==> src/srp_cfg.svh <==
`ifndef SRP_CFG_SVH
`define SRP_CFG_SVH

// register offsets, as seen on the register port address
`define SRP_ADDR_SYNC       8'h20
`define SRP_ADDR_RSVD       8'h21
`define SRP_ADDR_ROUTE      8'h22
`define SRP_ADDR_PDMASK     8'h23

// reset values
`define SRP_RST_SYNC        16'h2400
`define SRP_RST_RSVD        16'h0000
`define SRP_RST_ROUTE       16'h1B1B
`define SRP_RST_PDMASK      16'hFFFF

// sync select field positions
`define SRP_FIN_HI          15
`define SRP_FIN_LO          12
`define SRP_FOUT_HI         11
`define SRP_FOUT_LO         8
`define SRP_CLKDIV_BIT      0

// writable bits of the sync select register; 7:1 are reserved and read zero
`define SRP_SYNC_WMASK      16'hFF01

// sync source bit positions inside each 4-bit select field
`define SRP_SRC_SIF         3
`define SRP_SRC_SYNC        2
`define SRP_SRC_OUTPUT_STROBE        1
`define SRP_SRC_FRAME       0

// frame and sync sources that may drive the divider sync
`define SRP_FS_MASK         4'h5

// power-down mask bit positions
`define SRP_PD_CONV_A       15
`define SRP_PD_CONV_D       12
`define SRP_PD_CLKRX        11
`define SRP_PD_PLL          10
`define SRP_PD_DATARX       9
`define SRP_PD_CTRLRX       8
`define SRP_PD_TEMP         7
`define SRP_PD_BIAS         5

// blocks that really exist behind the mask; bit 6 and 4:0 are unused
`define SRP_PD_USED         16'hFFA0

// pin synchroniser lane order
`define SRP_PIN_FRAME       0
`define SRP_PIN_OUTPUT_STROBE        1
`define SRP_PIN_SYNC        2
`define SRP_PIN_PD          3

`endif

==> src/srp_pkg.sv <==
package srp_pkg;

	// one sample word and a group of four of them
	typedef logic [15:0]      srp_word_type;
	typedef logic [3:0][15:0] srp_quad_type;

	// sync source index inside a select field
	typedef enum logic [1:0] {
		SRP_SRC_FRAME_E = 2'b00,
		SRP_SRC_OUTPUT_STROBE_E  = 2'b01,
		SRP_SRC_SYNC_E  = 2'b10,
		SRP_SRC_SIF_E   = 2'b11
	} srp_src_type;

endpackage

==> src/srp_route_if.sv <==
`timescale 1ns/10ps
interface srp_route_if;
	import srp_pkg::*;

	srp_quad_type in_words;
	logic [15:0]  route_cfg;
	srp_quad_type out_words;

	modport owner (output in_words, output route_cfg, input out_words);
	modport mux (input in_words, input route_cfg, output out_words);
endinterface

==> src/srp_regs.sv <==
`timescale 1ns/10ps
`include "srp_cfg.svh"

module srp_regs
	import srp_pkg::*;
(
	// clock and reset
	input  wire logic         clock,
	input  wire logic         rst,
	// register port
	input  wire logic [7:0]   reg_addr,
	input  wire logic [15:0]  reg_wdata,
	input  wire logic         reg_wr,
	input  wire logic         reg_rd,
	output logic      [15:0]  reg_rdata,
	// device pins, asynchronous
	input  wire logic         powerdown_pin,
	input  wire logic         sync_pin,
	input  wire logic         frame_pin,
	input  wire logic         output_strobe,
	// on-chip controls, same clock
	input  wire logic         sif_sync_bit,
	input  wire logic [15:0]  sw_powerdown,
	input  wire srp_quad_type in_words,
	// results
	output srp_quad_type      conv_words,
	output logic              fifo_in_sync,
	output logic              fifo_out_sync,
	output logic              clkdiv_sync,
	output logic      [15:0]  block_powerdown
);

	// register state
	logic [15:0]  sync_q;
	logic [15:0]  route_q;
	logic [15:0]  pdmask_q;
	logic [15:0]  rdata_q;

	// pin synchronisers and edge history
	logic [3:0]   pin_s1_q;
	logic [3:0]   pin_s2_q;
	logic [3:0]   pin_s3_q;
	logic         sif_prev_q;

	// output flops
	srp_quad_type conv_q;
	logic         fin_sync_q;
	logic         fout_sync_q;
	logic         clkdiv_sync_q;
	logic [15:0]  pd_q;

	// decode of the register port, sync sources, power-down and routing
	wire logic         wr_sync;
	wire logic         wr_route;
	wire logic         wr_pdmask;
	wire logic [15:0]  rd_mux;
	wire logic [3:0]   pin_raw;
	wire logic [3:0]   pin_rise;
	wire logic [3:0]   src_evt;
	wire logic [3:0]   fin_sel;
	wire logic [3:0]   fout_sel;
	wire logic         clkdiv_sel;
	wire logic         fin_hit;
	wire logic         fout_hit;
	wire logic         clkdiv_hit;
	wire logic [15:0]  pin_req;
	wire logic [15:0]  pd_d;
	srp_quad_type      routed;

	srp_route_if rt ();

	assign wr_sync   = reg_wr && (reg_addr == `SRP_ADDR_SYNC);
	assign wr_route  = reg_wr && (reg_addr == `SRP_ADDR_ROUTE);
	assign wr_pdmask = reg_wr && (reg_addr == `SRP_ADDR_PDMASK);

	// reserved and unmapped offsets read zero; writes there are dropped
	assign rd_mux = (reg_addr == `SRP_ADDR_SYNC)   ? sync_q   :
	                (reg_addr == `SRP_ADDR_ROUTE)  ? route_q  :
	                (reg_addr == `SRP_ADDR_PDMASK) ? pdmask_q :
	                `SRP_RST_RSVD;

	// writable registers
	always_ff @(posedge clock or posedge rst) begin
		if (rst) begin
			sync_q   <= `SRP_RST_SYNC;
			route_q  <= `SRP_RST_ROUTE;
			pdmask_q <= `SRP_RST_PDMASK;
		end else begin
			if (wr_sync)
				sync_q <= reg_wdata & `SRP_SYNC_WMASK;
			if (wr_route)
				route_q <= reg_wdata;
			if (wr_pdmask)
				pdmask_q <= reg_wdata;
		end
	end

	// read data valid only in the cycle after the strobe
	always_ff @(posedge clock or posedge rst) begin
		if (rst)
			rdata_q <= 16'h0000;
		else
			rdata_q <= reg_rd ? rd_mux : 16'h0000;
	end

	// pins cross in through two flops; the third only serves edge detection
	assign pin_raw[`SRP_PIN_FRAME] = frame_pin;
	assign pin_raw[`SRP_PIN_OUTPUT_STROBE]  = output_strobe;
	assign pin_raw[`SRP_PIN_SYNC]  = sync_pin;
	assign pin_raw[`SRP_PIN_PD]    = powerdown_pin;

	always_ff @(posedge clock or posedge rst) begin
		if (rst) begin
			pin_s1_q   <= 4'h0;
			pin_s2_q   <= 4'h0;
			pin_s3_q   <= 4'h0;
			sif_prev_q <= 1'b0;
		end else begin
			pin_s1_q   <= pin_raw;
			pin_s2_q   <= pin_s1_q;
			pin_s3_q   <= pin_s2_q;
			sif_prev_q <= sif_sync_bit;
		end
	end

	assign pin_rise = pin_s2_q & ~pin_s3_q;

	// one event per source; software sync is the rising edge of its bit
	assign src_evt[`SRP_SRC_FRAME] = pin_rise[`SRP_PIN_FRAME];
	assign src_evt[`SRP_SRC_OUTPUT_STROBE]  = pin_rise[`SRP_PIN_OUTPUT_STROBE];
	assign src_evt[`SRP_SRC_SYNC]  = pin_rise[`SRP_PIN_SYNC];
	assign src_evt[`SRP_SRC_SIF]   = sif_sync_bit & ~sif_prev_q;

	// sync selection; any enabled source fires
	assign fin_sel    = sync_q[`SRP_FIN_HI:`SRP_FIN_LO];
	assign fout_sel   = sync_q[`SRP_FOUT_HI:`SRP_FOUT_LO];
	assign clkdiv_sel = sync_q[`SRP_CLKDIV_BIT];
	assign fin_hit    = |(fin_sel & src_evt);
	assign fout_hit   = |(fout_sel & src_evt);
	// divider follows the strobe, or the frame/sync sources chosen for input
	assign clkdiv_hit = clkdiv_sel ? |(fin_sel & src_evt & `SRP_FS_MASK)
	                               : src_evt[`SRP_SRC_OUTPUT_STROBE];

	always_ff @(posedge clock or posedge rst) begin
		if (rst) begin
			fin_sync_q    <= 1'b0;
			fout_sync_q   <= 1'b0;
			clkdiv_sync_q <= 1'b0;
		end else begin
			fin_sync_q    <= fin_hit;
			fout_sync_q   <= fout_hit;
			clkdiv_sync_q <= clkdiv_hit;
		end
	end

	// power-down: pin gated per block, ored with software; unused bits stay low
	assign pin_req = {16{pin_s2_q[`SRP_PIN_PD]}} & pdmask_q;
	assign pd_d    = (sw_powerdown | pin_req) & `SRP_PD_USED;

	always_ff @(posedge clock or posedge rst) begin
		if (rst)
			pd_q <= 16'h0000;
		else
			pd_q <= pd_d;
	end

	// routing mux lives in its own module; result is registered here
	assign rt.in_words  = in_words;
	assign rt.route_cfg = route_q;
	assign routed       = rt.out_words;

	srp_route_mux u_route (
		.rt (rt.mux)
	);

	always_ff @(posedge clock or posedge rst) begin
		if (rst)
			conv_q <= '0;
		else
			conv_q <= routed;
	end

	// outputs straight from flops
	assign reg_rdata       = rdata_q;
	assign conv_words      = conv_q;
	assign fifo_in_sync    = fin_sync_q;
	assign fifo_out_sync   = fout_sync_q;
	assign clkdiv_sync     = clkdiv_sync_q;
	assign block_powerdown = pd_q;
endmodule

==> src/srp_route_mux.sv <==
`timescale 1ns/10ps
module srp_route_mux
	import srp_pkg::*;
(
	// routing words and selectors
	srp_route_if.mux rt
);

	wire srp_quad_type path_words;

	// word to path, then path to converter output; lane 0 is A
	for (genvar i = 0; i < 4; i++) begin : g_lane
		wire logic [1:0] path_pick;
		wire logic [1:0] out_pick;
		assign path_pick        = rt.route_cfg[15 - 2*i -: 2];
		assign out_pick         = rt.route_cfg[7 - 2*i -: 2];
		assign path_words[i]    = rt.in_words[path_pick];
		assign rt.out_words[i]  = path_words[out_pick];
	end

endmodule

==> config.mk <==
export PLATFORM = sky130hd
export DESIGN_NAME = srp_regs
export DESIGN_NICKNAME = d
export VERILOG_FILES = /design/src/srp_pkg.sv /design/src/srp_route_if.sv /design/src/srp_regs.sv /design/src/srp_route_mux.sv
export VERILOG_INCLUDE_DIRS = /design/src /design/src/src
export SDC_FILE = /design/constraint.sdc
export NUM_CORES = 1
export LEC_CHECK = 0
export BUFFER_PORTS_ARGS = -buffer_cell sky130_fd_sc_hd__buf_4
export CORE_MARGIN = 5
export CORE_UTILIZATION = 40
export CTS_BUF_LIST = sky130_fd_sc_hd__clkbuf_4
export CTS_CLUSTER_DIAMETER = 150
export DETAILED_ROUTE_END_ITERATION = 12
export MAX_ROUTING_LAYER = met4
export PLACE_DENSITY = 0.64
export REMOVE_ABC_BUFFERS = 1
export SLEW_MARGIN = 20
export SYNTH_ARGS = -nofsm -noshare
export SYNTH_HDL_FRONTEND = slang
export SYNTH_SLANG_ARGS = --single-unit
==> constraint.sdc <==
create_clock -name clock -period 5 [get_ports clock]
set_clock_uncertainty 0.2 [all_clocks]
set_input_delay 0.25 -clock clock [delete_from_list [all_inputs] [get_ports clock]]
set_output_delay 0.25 -clock clock [all_outputs]
set_load 0.1 [all_outputs]
==> summary.txt, run 1 <==
Logic synthesis
  – Post-Syn Instances: 599
  – Count leader, synth: a22oi_1
  – Post-synthesis sequential area ratio: 0.471
  – YS warnings: 0
  – Top cells by count, synth: a22oi_1, dfrtp_1, nand2_1
  – Asr flop ratio synth: 1.00
  – Top FF cell, synth: dfrtp_1
  – Post-synthesis register bit count: 146
  – Synth top area cells: dfrtp_1, mux4_2, a22oi_1, dfstp_2, mux2_4
  – Distinct cells, synth: 28
  – Cell taking the most area after synthesis: dfrtp_1
  – Mean area per synthesized cell: 13.1 um^2
  – Number of enable flip-flop cells after synthesis: 0
  – Share of the synthesized area in the top cell type: 0.384
  – Synthesized cell area: 7830 um^2

Pwr
  – Leakage: 0.00484 uW
  – Tot Pwr: 3610 uW
  – Sw Pwr: 1450 uW
  – Pint: 2160 uW
  – Maximum VDD drop: about 0.00016 V
  – Clock Power Share: 0.250
  – Part of the power in registers: 0.376
  – Comb pwr share: 0.375
  – Pwr dens: 328 nW/um^2
  – Sw Ratio: 0.402

Route
  – WL met3: 3210 um
  – ANT nets after route: 0
  – Top Layer Used: met4
  – Drc violations: 0
  – Routed length per instance: 23.0 um
  – DRT Wirelength: about 27000 um
  – Routed via count: slightly below 7000
  – 1st-iter DRT viols: roughly 750
  – Drt pass-1 iters: 6
  – Wire length on met1: 9750 um
  – Via density: 5.93
  – Met2 Routed Length: 13200 um

Placement
  – I/O Buffers: ~200
  – Detail Placement HPWL: approximately 17000 um
  – GPL Wtd Cong: between 0.8 and 0.9

Worst setup path
  – Crit end category: flip-flop
  – Critical path class: reg -> reg
  – Setup crit start kind: flip-flop
  – Critical Path RT: between 5 and 6 ns
  – Arr. time, crit path: between 4 and 5 ns
  – Critical path peak fanout: 18

Clocking
  – CTS clk-pin slew, worst paths: 0.13 ns
  – Clock Latency Late Sink: 0.54 ns
  – TritonCTS Buffers: 17
  – Clk sink count: roughly 150
  – H-tree levels: 4
  – Root Driver: clkbuf_4
  – Clock Tree Buf Depth: 2
  – TritonCTS clock tree: yes

Die
  – Core Region: 19300 um^2
  – Die extent in x: 150 um
  – Die H: 150 um
  – IO Pins: ~210
  – Die area: 22500 um^2
  – Initial Util: 0.405
  – Row count: a little over 50

Finish
  – Area Growth Syn to Fin: 40.7%
  – Layout cell share with drive strength beyond 1: 0.432
  – Final net count: between 1000 and 1500
  – Fill cell count: between 1500 and 2000

STA
  – Final min period: 4.00 ns
  – Fmax: 250 MHz
  – Slew Viols, Final: 0
  – Final setup fails: 0
  – Final hold vios: 0
  – Tcrit/Tclk final: 0.799
  – Unrepaired setup endpoints after global routing: false
  – Worst slew margin: 0.322
  – Setup tns final: 0 ns
  – Tightest Pin Transition: around 1 ns

GRT
  – Grt total ovfl: 0
  – Vias in the first global route: between 7000 and 8000
  – Largest net degree at the start of global routing: slightly above 90
  – First-pass GRT wire length: 41800 um
  – Overall Global Routing Usage: 0.251
  – Initial antenna violation count: 1

Outcome
  – Status: completed

Worst hold path
  – Type of the tightest min-delay check: in -> reg

Run
  – Max-cap viol count: 0
[area by class of cell]
| cell class | count | area [um^2] | area share |
|---|---|---|---|
| tap | 265 | 332 | 0.0301 |
| clock inverter | 13 | 208 | 0.0189 |
| clock buffer | 19 | 143 | 0.0130 |
| sequential | 146 | 3690 | 0.335 |
| inverter | 1 | 8.76 | 0.000796 |
| antenna | 1 | 2.50 | 0.000227 |
| multi-input combinational | 399 | 3870 | 0.352 |
| timing repair buffer | 329 | 2760 | 0.250 |
[path summary, 6_finish.rpt]
check,slack [ns],to,depth (start not counted),start
max in group asynchronous,3.13,conv_words[20]$_DFF_PP0_,4,rst
hold reg to reg,0.17,pin_s2_q[0]$_DFF_PP0_,0,pin_s1_q[0]$_DFF_PP0_
setup reg to reg,1.00,conv_words[20]$_DFF_PP0_,6,route_q[12]$_DFFE_PP1P_
min in group asynchronous,0.20,reg_rdata[13]$_DFF_PP0_,3,rst
hold / removal,0.05,reg_rdata[4]$_DFF_PP0_,4,reg_addr[2]
setup / recovery,1.00,conv_words[20]$_DFF_PP0_,6,route_q[12]$_DFFE_PP1P_
[sequential cells by signal (all words and copies together), names as in the netlist, 3 cells and up]
signal and flops:
sync_q 9, pin_s3_q 3, pdmask_q 16, block_powerdown 10
route_q 16, conv_words 64, pin_s2_q 4, pin_s1_q 4
reg_rdata 16
[layer usage]
metal | global-route usage | vias to the layer above
li1 | - | 2909
met2 | 0.408 | 550
met1 | 0.299 | 3392
met3 | 0.0624 | 103
met5 | - | -
met4 | 0.107 | 0
[cell families (layout without fill, tap and decap cells)]
kind of cell	Yosys count	after routing	synth area share
AO/OA/AOI/OAI	151	151	0.142
flip-flops	146	146	0.471
multiplexers	122	122	0.275
AND/OR/NAND/NOR	120	120	0.0748
buffers and inverters	59	362	0.0365
other	1	7	0.000479
[timing repair]
item	in CTS	in global routing
hold buffers	115	0
endpoints found under the hold margin	175	0
setup endpoints to repair	0	0
gates resized for setup	0	0
setup buffers	0	0
[through the flow]
step / setup WS (ns) / util / instances / hold slack, ns / cell area, um^2
floorplan: 0.670 / - / 546 / 0.0814 / 7560
global placement: 2.73 / 0.492 / 1025 / 0.133 / 9510
detailed placement: 2.68 / 0.492 / 1025 / 0.146 / 9510
CTS: 1.10 / 0.569 / 1172 / 0.0000771 / 11000
global route: 0.893 / 0.569 / 1173 / 0.0201 / 11000
finish: 1.00 / 0.569 / 1173 / 0.0541 / 11000
[power groups by stage]
stage	clock, uW	combinational [uW]	sequential (uW)
floorplan	0	302	1970
global placement	0	1230	1380
detailed placement	0	1250	1380
CTS	929	1340	1360
global route	978	1400	1370
finish	902	1350	1360
[layout by cell type, fill, tap and decap left out, types with 14 or more instances in the layout]
| master | Yosys | layout |
|---|---|---|
| buf_4 | 9 | 214 |
| a22oi_1 | 130 | 130 |
| dfrtp_1 | 120 | 120 |
| dlygate4sd3_1 | 0 | 115 |
| nand2_1 | 74 | 74 |
| mux4_2 | 64 | 64 |
| dfstp_2 | 26 | 26 |
| mux2_2 | 22 | 22 |
| mux2_4 | 20 | 20 |
| clkbuf_4 | 0 | 19 |
| mux2i_1 | 16 | 16 |
| nor2b_1 | 14 | 14 |
[critical path, stage by stage (launching register included)]
cell	delay, ns
dfstp_2	1.02
mux4_2	0.62
dlygate4sd3_1	0.61
a22oi_1	0.17
dlygate4sd3_1	0.60
nand2_1	0.08
dlygate4sd3_1	0.58
No activity file was read; power rests on OpenSTA's default activity.
==> run 2: changes to the inputs <==
- PLACE_DENSITY: 0.64 -> 0.66
- clock period: 5 -> 3.65 ns (I/O delays scaled with it)
==> run 2 against run 1 <==
Effect of this change: wire length grew 5.4%; non-clock buffer count grew 80; combinational power grew 47%; die area is the same; count of clock-buffer cells in the layout grew 2; power grew 40%; final cell count grew 6.8%; critical endpoint is now conv_words[47]$_DFF_PP0_; largest cell class unchanged.
==> summary.txt, run 2 (synthesis results as in run 1) <==
Outcome
  – Status: completed

Clocking
  – TritonCTS clock tree: yes
  – Clk sink count: 146 (unchanged)
  – H-tree levels: 4 (unchanged)
  – CTS clk-pin slew, worst paths: 0.12 ns (about the same)
  – Clock Tree Buf Depth: 2 (unchanged)
  – Root Driver: clkbuf_4
  – Clock Latency Late Sink: 0.59 ns (+0.05 ns)
  – # Post-CTS Setup Buffers: 0 (unchanged)
  – TritonCTS Buffers: 17 (unchanged)

Pwr
  – Tot Pwr: 5070 uW (+40%)
  – Maximum VDD drop: 0.000205 V (+29%)
  – Leakage: 0.00513 uW (+6.1%)
  – Pwr dens: 428 nW/um^2 (+30%)

Die
  – Row count: 51 (unchanged)
  – Core Region: 19300 um^2 (unchanged)
  – Initial Util: 0.405 (unchanged)
  – IO Pins: 212 (unchanged)
  – Die extent in x: 150 um (unchanged)
  – Die H: 150 um (unchanged)
  – Die area: 22500 um^2 (unchanged)

Finish
  – Finished Cell Area: 11900 um^2 (+7.7%)
  – Most common cell after layout, fill and taps aside: buf_4
  – Final net count: 1087 (+7.9%)
  – Fill cell count: 1462 (-7.2%)
  – Register Area: 3690 um^2 (+0.10%)
  – Multi-input gate area: 3890 um^2 (+0.52%)
  – Largest register FFs: 64 (unchanged)
  – Most frequent cells in the layout: buf_4, dlygate4sd3_1, a22oi_1
  – Layout cell share with drive strength beyond 1: 0.397 (-0.0350)
  – Area Growth Syn to Fin: 51.5%

Worst setup path
  – Arr. time, crit path: 3.77 ns (-0.45 ns)
  – First element of the critical path: route_q[10]$_DFFE_PP0P_
  – Reg-to-Reg Start: route_q[10]$_DFFE_PP0P_
  – Critical Path RT: 3.92 ns (-1.31 ns)
  – Reg2Reg Depth: 7 (+1)
  – Critical path peak fanout: 16 (-2)
  – Setup crit start kind: flip-flop
  – Critical path class: reg -> reg
  – Crit end category: flip-flop

STA
  – Tightest Pin Transition: 1.18 ns (+0.167 ns)
  – Final setup fails: 0 (unchanged)
  – Unrepaired setup endpoints after global routing: false
  – Tcrit/Tclk final: 0.958 (+0.159)
  – Post-route setup slack: 0.152 ns (-0.852 ns)
  – Fmax: 286 MHz (+14%)
  – Slew Viols, Final: 0 (unchanged)
  – Worst slew margin: 0.207 (-0.115)
  – Final min period: 3.50 ns (-0.498 ns)
  – Final hold vios: 0 (unchanged)
  – Worst-case hold slack: 0.0424 ns (-0.0117 ns)

Placement
  – GPL Wtd Cong: 0.808 (-0.31%)
  – I/O Buffers: 199 (unchanged)
  – Detail Placement HPWL: 16800 um (-2.0%)
  – Placed inst area: 9470 um^2 (-0.34%)
  – Dpl ws: 1.35 ns (-1.33 ns)

Route
  – Routed via count: 7380 (+6.1%)
  – Via density: 5.89 (-0.65%)
  – DRT Wirelength: 28500 um (+5.4%)
  – ANT nets after route: 0 (unchanged)
  – Drt pass-1 iters: 6 (unchanged)
  – Routed length per instance: 22.7 um (-1.4%)
  – Drc violations: 0 (unchanged)
  – 1st-iter DRT viols: 896 (+19%)

GRT
  – First-pass GRT wire length: 42900 um (+2.6%)
  – Grt total ovfl: 0 (unchanged)
  – Vias in the first global route: 7909 (+4.3%)
  – Largest net degree at the start of global routing: 90 (-3.2%)
  – Initial antenna violation count: 1 (unchanged)
  – Overall Global Routing Usage: 0.259 (+0.00812)

Worst hold path
  – Worst hold path startpoint: reg_addr[6]
  – Type of the tightest min-delay check: in -> reg
  – Hold depth: 4 (unchanged)

Run
  – Max-cap viol count: 0 (unchanged)
run 2: cell types whose count changed in the layout (fill, tap and decap cells not counted), moves of 2 or more:
cell | previous run | this run
dlygate4sd3_1 | 115 | 202
buf_4 | 214 | 206
nor2b_1 | 14 | 6
nor2b_2 | 0 | 8
clkbuf_4 | 19 | 21
inv_6 | 3 | 1
run 2: worst paths after layout:
kind,to,slack (ns)
max reg2reg,conv_words[47]$_DFF_PP0_,0.15
min in group asynchronous,conv_words[4]$_DFF_PP0_,0.11
max,conv_words[47]$_DFF_PP0_,0.15
max in group asynchronous,sync_q[10]$_DFFE_PP1P_,2.21
min,sync_q[11]$_DFFE_PP0P_,0.04
min reg2reg,pin_s2_q[2]$_DFF_PP0_,0.16
run 2: metrics by stage:
step	TNS (ns)	cells	util
global route	0	1253	0.613
global placement	0	1018	0.490
detailed placement	0	1018	0.490
floorplan	-73.49	546	-
finish	0	1253	0.613
CTS	0	1252	0.612
run 2: area by class of cell:
class                      instances  area share
antenna                            1    0.000211
sequential                       146       0.311
clock buffer                      21      0.0133
inverter                           1    0.000739
clock inverter                    11      0.0158
timing repair buffer             409       0.302
multi-input combinational        399       0.328
tap                              265      0.0280
run 2: what timing repair did:
| action | 4_1_cts | 5_1_grt |
|---|---|---|
| endpoints found under the hold margin | 223 | 0 |
| hold buffers | 202 | 0 |
| setup endpoints to repair | 0 | 1 |
| resized for setup | 0 | 3 |
run 2: routing by layer:
metal / track usage / wire length (um) / vias up
met5: - / 0 / -
met4: 0.112 / 976 / 0
met3: 0.0578 / 3290 / 111
met2: 0.434 / 14000 / 575
met1: 0.301 / 10200 / 3623
li1: - / - / 3071
run 2: worst max-delay path, stage by stage, from the launching register on:
cell	delay, ns
dfrtp_1	0.42
buf_8	0.26
mux4_2	0.54
dlygate4sd3_1	0.64
a22oi_1	0.14
dlygate4sd3_1	0.58
nand2_1	0.06
dlygate4sd3_1	0.56
run 2: power by group:
group | switching (uW) | internal, uW | total (uW)
Clock | 591 | 639 | 1230
Combinational | 1320 | 658 | 1980
Sequential | 94.6 | 1770 | 1860
==> run 3: changes to the inputs <==
- ABC_AREA: unset -> 1
- PLACE_DENSITY: 0.66 -> 0.65
==> run 3 against run 2 <==
Effect of this change: first-iteration DRC count is 57% higher; area after synthesis is 17% higher; sequential share of layout area is 4.2 points lower; clock power is 9.8% lower; critical path depth is 3 higher; non-clock buffer count is 84 higher; synthesized cell count is 140% higher; flip-flop and latch count stayed put; register-to-register slack worse by 0.02 ns; fmax is 0.58% lower; setup slack worse by 0.020 ns; via count is 55% higher.
==> summary.txt, run 3 <==
Logic synthesis
  – YS warnings: 0 (unchanged)
  – Distinct cells, synth: 24 (-14%)
  – Number of enable flip-flop cells after synthesis: 0 (unchanged)
  – Synth top area cells: dfrtp_1, nand2_1, nand3_1, dfstp_2, inv_1
  – Share of the synthesized area in the top cell type: 0.329 (-0.0544)
  – Mean area per synthesized cell: 6.47 um^2 (-50%)
  – Cell taking the most area after synthesis: dfrtp_1
  – Top cells by count, synth: nand2_1, nand3_1, dfrtp_1
  – Top FF cell, synth: dfrtp_1
  – Post-synthesis sequential area ratio: 0.404 (-0.0667)
  – Asr flop ratio synth: 1.00 (unchanged)
  – Post-synthesis register bit count: 146 (unchanged)
  – Count leader, synth: nand2_1
  – Synthesized cell area: 9120 um^2 (+17%)
  – Post-Syn Instances: 1408 (+140%)

Die
  – Core Region: 22600 um^2 (+17%)
  – Die H: 161 um (+7.4%)
  – Die extent in x: 161 um (+7.4%)
  – Die area: 25900 um^2 (+15%)
  – Initial Util: 0.404 (-0.000831)
  – Row count: 55 (+7.8%)
  – IO Pins: 212 (unchanged)

Placement
  – GPL Wtd Cong: 0.873 (+8.0%)
  – Placed inst area: 10700 um^2 (+13%)
  – I/O Buffers: 199 (unchanged)
  – Dpl ws: 1.29 ns (-0.0557 ns)
  – Detail Placement HPWL: 21900 um (+31%)

Finish
  – Layout cell share with drive strength beyond 1: 0.168 (-0.229)
  – Final net count: 1941 (+79%)
  – Largest register FFs: 64 (unchanged)
  – Most common cell after layout, fill and taps aside: nand2_1
  – Most frequent cells in the layout: nand2_1, nand3_1, dlygate4sd3_1
  – Finished Cell Area: 13700 um^2 (+16%)
  – Area Growth Syn to Fin: 50.6%

Clocking
  – Clock Tree Buf Depth: 2 (unchanged)
  – CTS clk-pin slew, worst paths: 0.16 ns (+0.04 ns)
  – TritonCTS Buffers: 17 (unchanged)
  – TritonCTS clock tree: yes
  – Root Driver: clkbuf_4
  – Clock Latency Late Sink: 0.60 ns (about the same)
  – Clk sink count: 146 (unchanged)
  – H-tree levels: 4 (unchanged)

STA
  – Fmax: 284 MHz (-0.58%)
  – Unrepaired setup endpoints after global routing: false
  – Slew Viols, Final: 0 (unchanged)
  – Tcrit/Tclk final: 0.964 (+0.00558)
  – Final setup fails: 0 (unchanged)
  – Final min period: 3.52 ns (+0.0204 ns)
  – Worst slew margin: 0.251 (+0.0437)
  – Final hold vios: 0 (unchanged)
  – Post-route setup slack: 0.131 ns (-0.0204 ns)
  – Tightest Pin Transition: 1.12 ns (-0.0671 ns)

Outcome
  – Status: completed

GRT
  – Vias in the first global route: 11500 (+45%)
  – Overall Global Routing Usage: 0.293 (+0.0338)
  – Grt total ovfl: 0 (unchanged)
  – Largest net degree at the start of global routing: 96 (+6.7%)
  – First-pass GRT wire length: 59300 um (+38%)
  – Initial antenna violation count: 1 (unchanged)

Pwr
  – Pwr dens: 419 nW/um^2 (-2.0%)
  – Maximum VDD drop: 0.000255 V (+25%)
  – Leakage: 0.00680 uW (+33%)
  – Tot Pwr: 5750 uW (+13%)

Worst setup path
  – Arr. time, crit path: 3.86 ns (+0.09 ns)
  – Critical path class: reg -> reg
  – Crit end category: flip-flop
  – Setup crit start kind: flip-flop
  – Critical Path RT: 3.99 ns (+0.07 ns)
  – Critical path peak fanout: 33 (+17)

Route
  – Drc violations: 0 (unchanged)
  – ANT nets after route: 0 (unchanged)
  – Routed via count: 11500 (+55%)
  – Drt pass-1 iters: 9 (+3)
  – Routed length per instance: 17.6 um (-23%)
  – Via density: 5.39 (-8.4%)
  – 1st-iter DRT viols: 1411 (+57%)
  – DRT Wirelength: 37400 um (+31%)

Worst hold path
  – Type of the tightest min-delay check: in -> async

Run
  – Max-cap viol count: 0 (unchanged)
run 3: cell count changes after synthesis, moves of 11 or more:
cell      change
buf_1        +15
mux4_2       -64
nor2b_1      -14
nand2_1     +648
nand3_1     +305
mux2_2       -22
mux2i_1      -16
a22oi_1     -130
o21ai_0      +21
mux2_4       -20
inv_1        +48
buf_2        +18
clkinv_1     +11
run 3: cell families after synthesis:
group	count (synthesis)	synth area share
and+or+nand+nor	1042	0.478
buffers and inverters	157	0.0774
DFF	146	0.404
AOI/OAI and AO/OA	62	0.0394
other	1	0.000411
run 3: worst paths after layout:
| path | startpoint | end | slack, ns | cells after the start |
|---|---|---|---|---|
| worst max register to register | route_q[12]$_DFFE_PP1P_ | conv_words[32]$_DFF_PP0_ | 0.13 | 10 |
| worst max-delay path | route_q[12]$_DFFE_PP1P_ | conv_words[32]$_DFF_PP0_ | 0.13 | 10 |
| worst min register to register | pin_s1_q[1]$_DFF_PP0_ | pin_s2_q[1]$_DFF_PP0_ | 0.17 | 0 |
| max in group asynchronous | rst | conv_words[51]$_DFF_PP0_ | 2.21 | 5 |
| min in group clock | sw_powerdown[5] | block_powerdown[5]$_DFF_PP0_ | 0.10 | 3 |
| worst min-delay path | rst | conv_words[40]$_DFF_PP0_ | 0.06 | 3 |
run 3: layout make-up:
class | count | area [um^2]
multi-input cells | 1110 | 4740
diodes | 1 | 2.50
fillers | 1980 | 8850
well taps | 285 | 357
clock inverters | 15 | 186
clock buffers | 17 | 128
inverters | 60 | 249
flip-flops and latches | 146 | 3690
repair buffers | 493 | 4370
run 3: through the flow:
step | utilization | cells | TNS [ns] | hold slack (ns)
6_report | 0.608 | 2127 | 0 | 0.0636
2_1_floorplan | - | 1316 | -73.49 | 0.0139
3_3_place_gp | 0.474 | 1823 | 0 | 0.0916
5_1_grt | 0.608 | 2127 | 0 | 0.0697
3_5_place_dp | 0.474 | 1823 | 0 | 0.0931
4_1_cts | 0.603 | 2116 | 0 | 0.0645
run 3: routing by layer:
| metal | up-vias | track usage | routed length [um] |
|---|---|---|---|
| met1 | 5203 | 0.366 | 14600 |
| met5 | - | - | 0 |
| li1 | 5311 | - | - |
| met3 | 150 | 0.0572 | 4140 |
| met2 | 806 | 0.457 | 17100 |
| met4 | 0 | 0.144 | 1560 |
run 3: report_power, final:
| part | switching, uW | internal (uW) | total [uW] |
|---|---|---|---|
| registers | 88.5 | 1800 | 1890 |
| logic | 1950 | 806 | 2750 |
| clock network | 780 | 327 | 1110 |
| total | 2820 | 2940 | 5750 |
run 3: critical path: stages (launching register included):
cell	delay (ns)
dfstp_2	0.58
buf_4	0.41
nand2_1	0.11
nand3_1	0.11
dlygate4sd3_1	0.58
nand2_1	0.06
dlygate4sd3_1	0.62
nand2_1	0.08
nand3_1	0.06
dlygate4sd3_1	0.57
nand2_1	0.07
run 3: repair_timing:
| item | 4_1_cts | 5_1_grt |
|---|---|---|
| hold buffers | 261 | 0 |
| setup buffers | 0 | 10 |
| resized for setup | 0 | 7 |
| endpoints found under the setup margin | 0 | 29 |
| endpoints found under the hold margin | 213 | 0 |
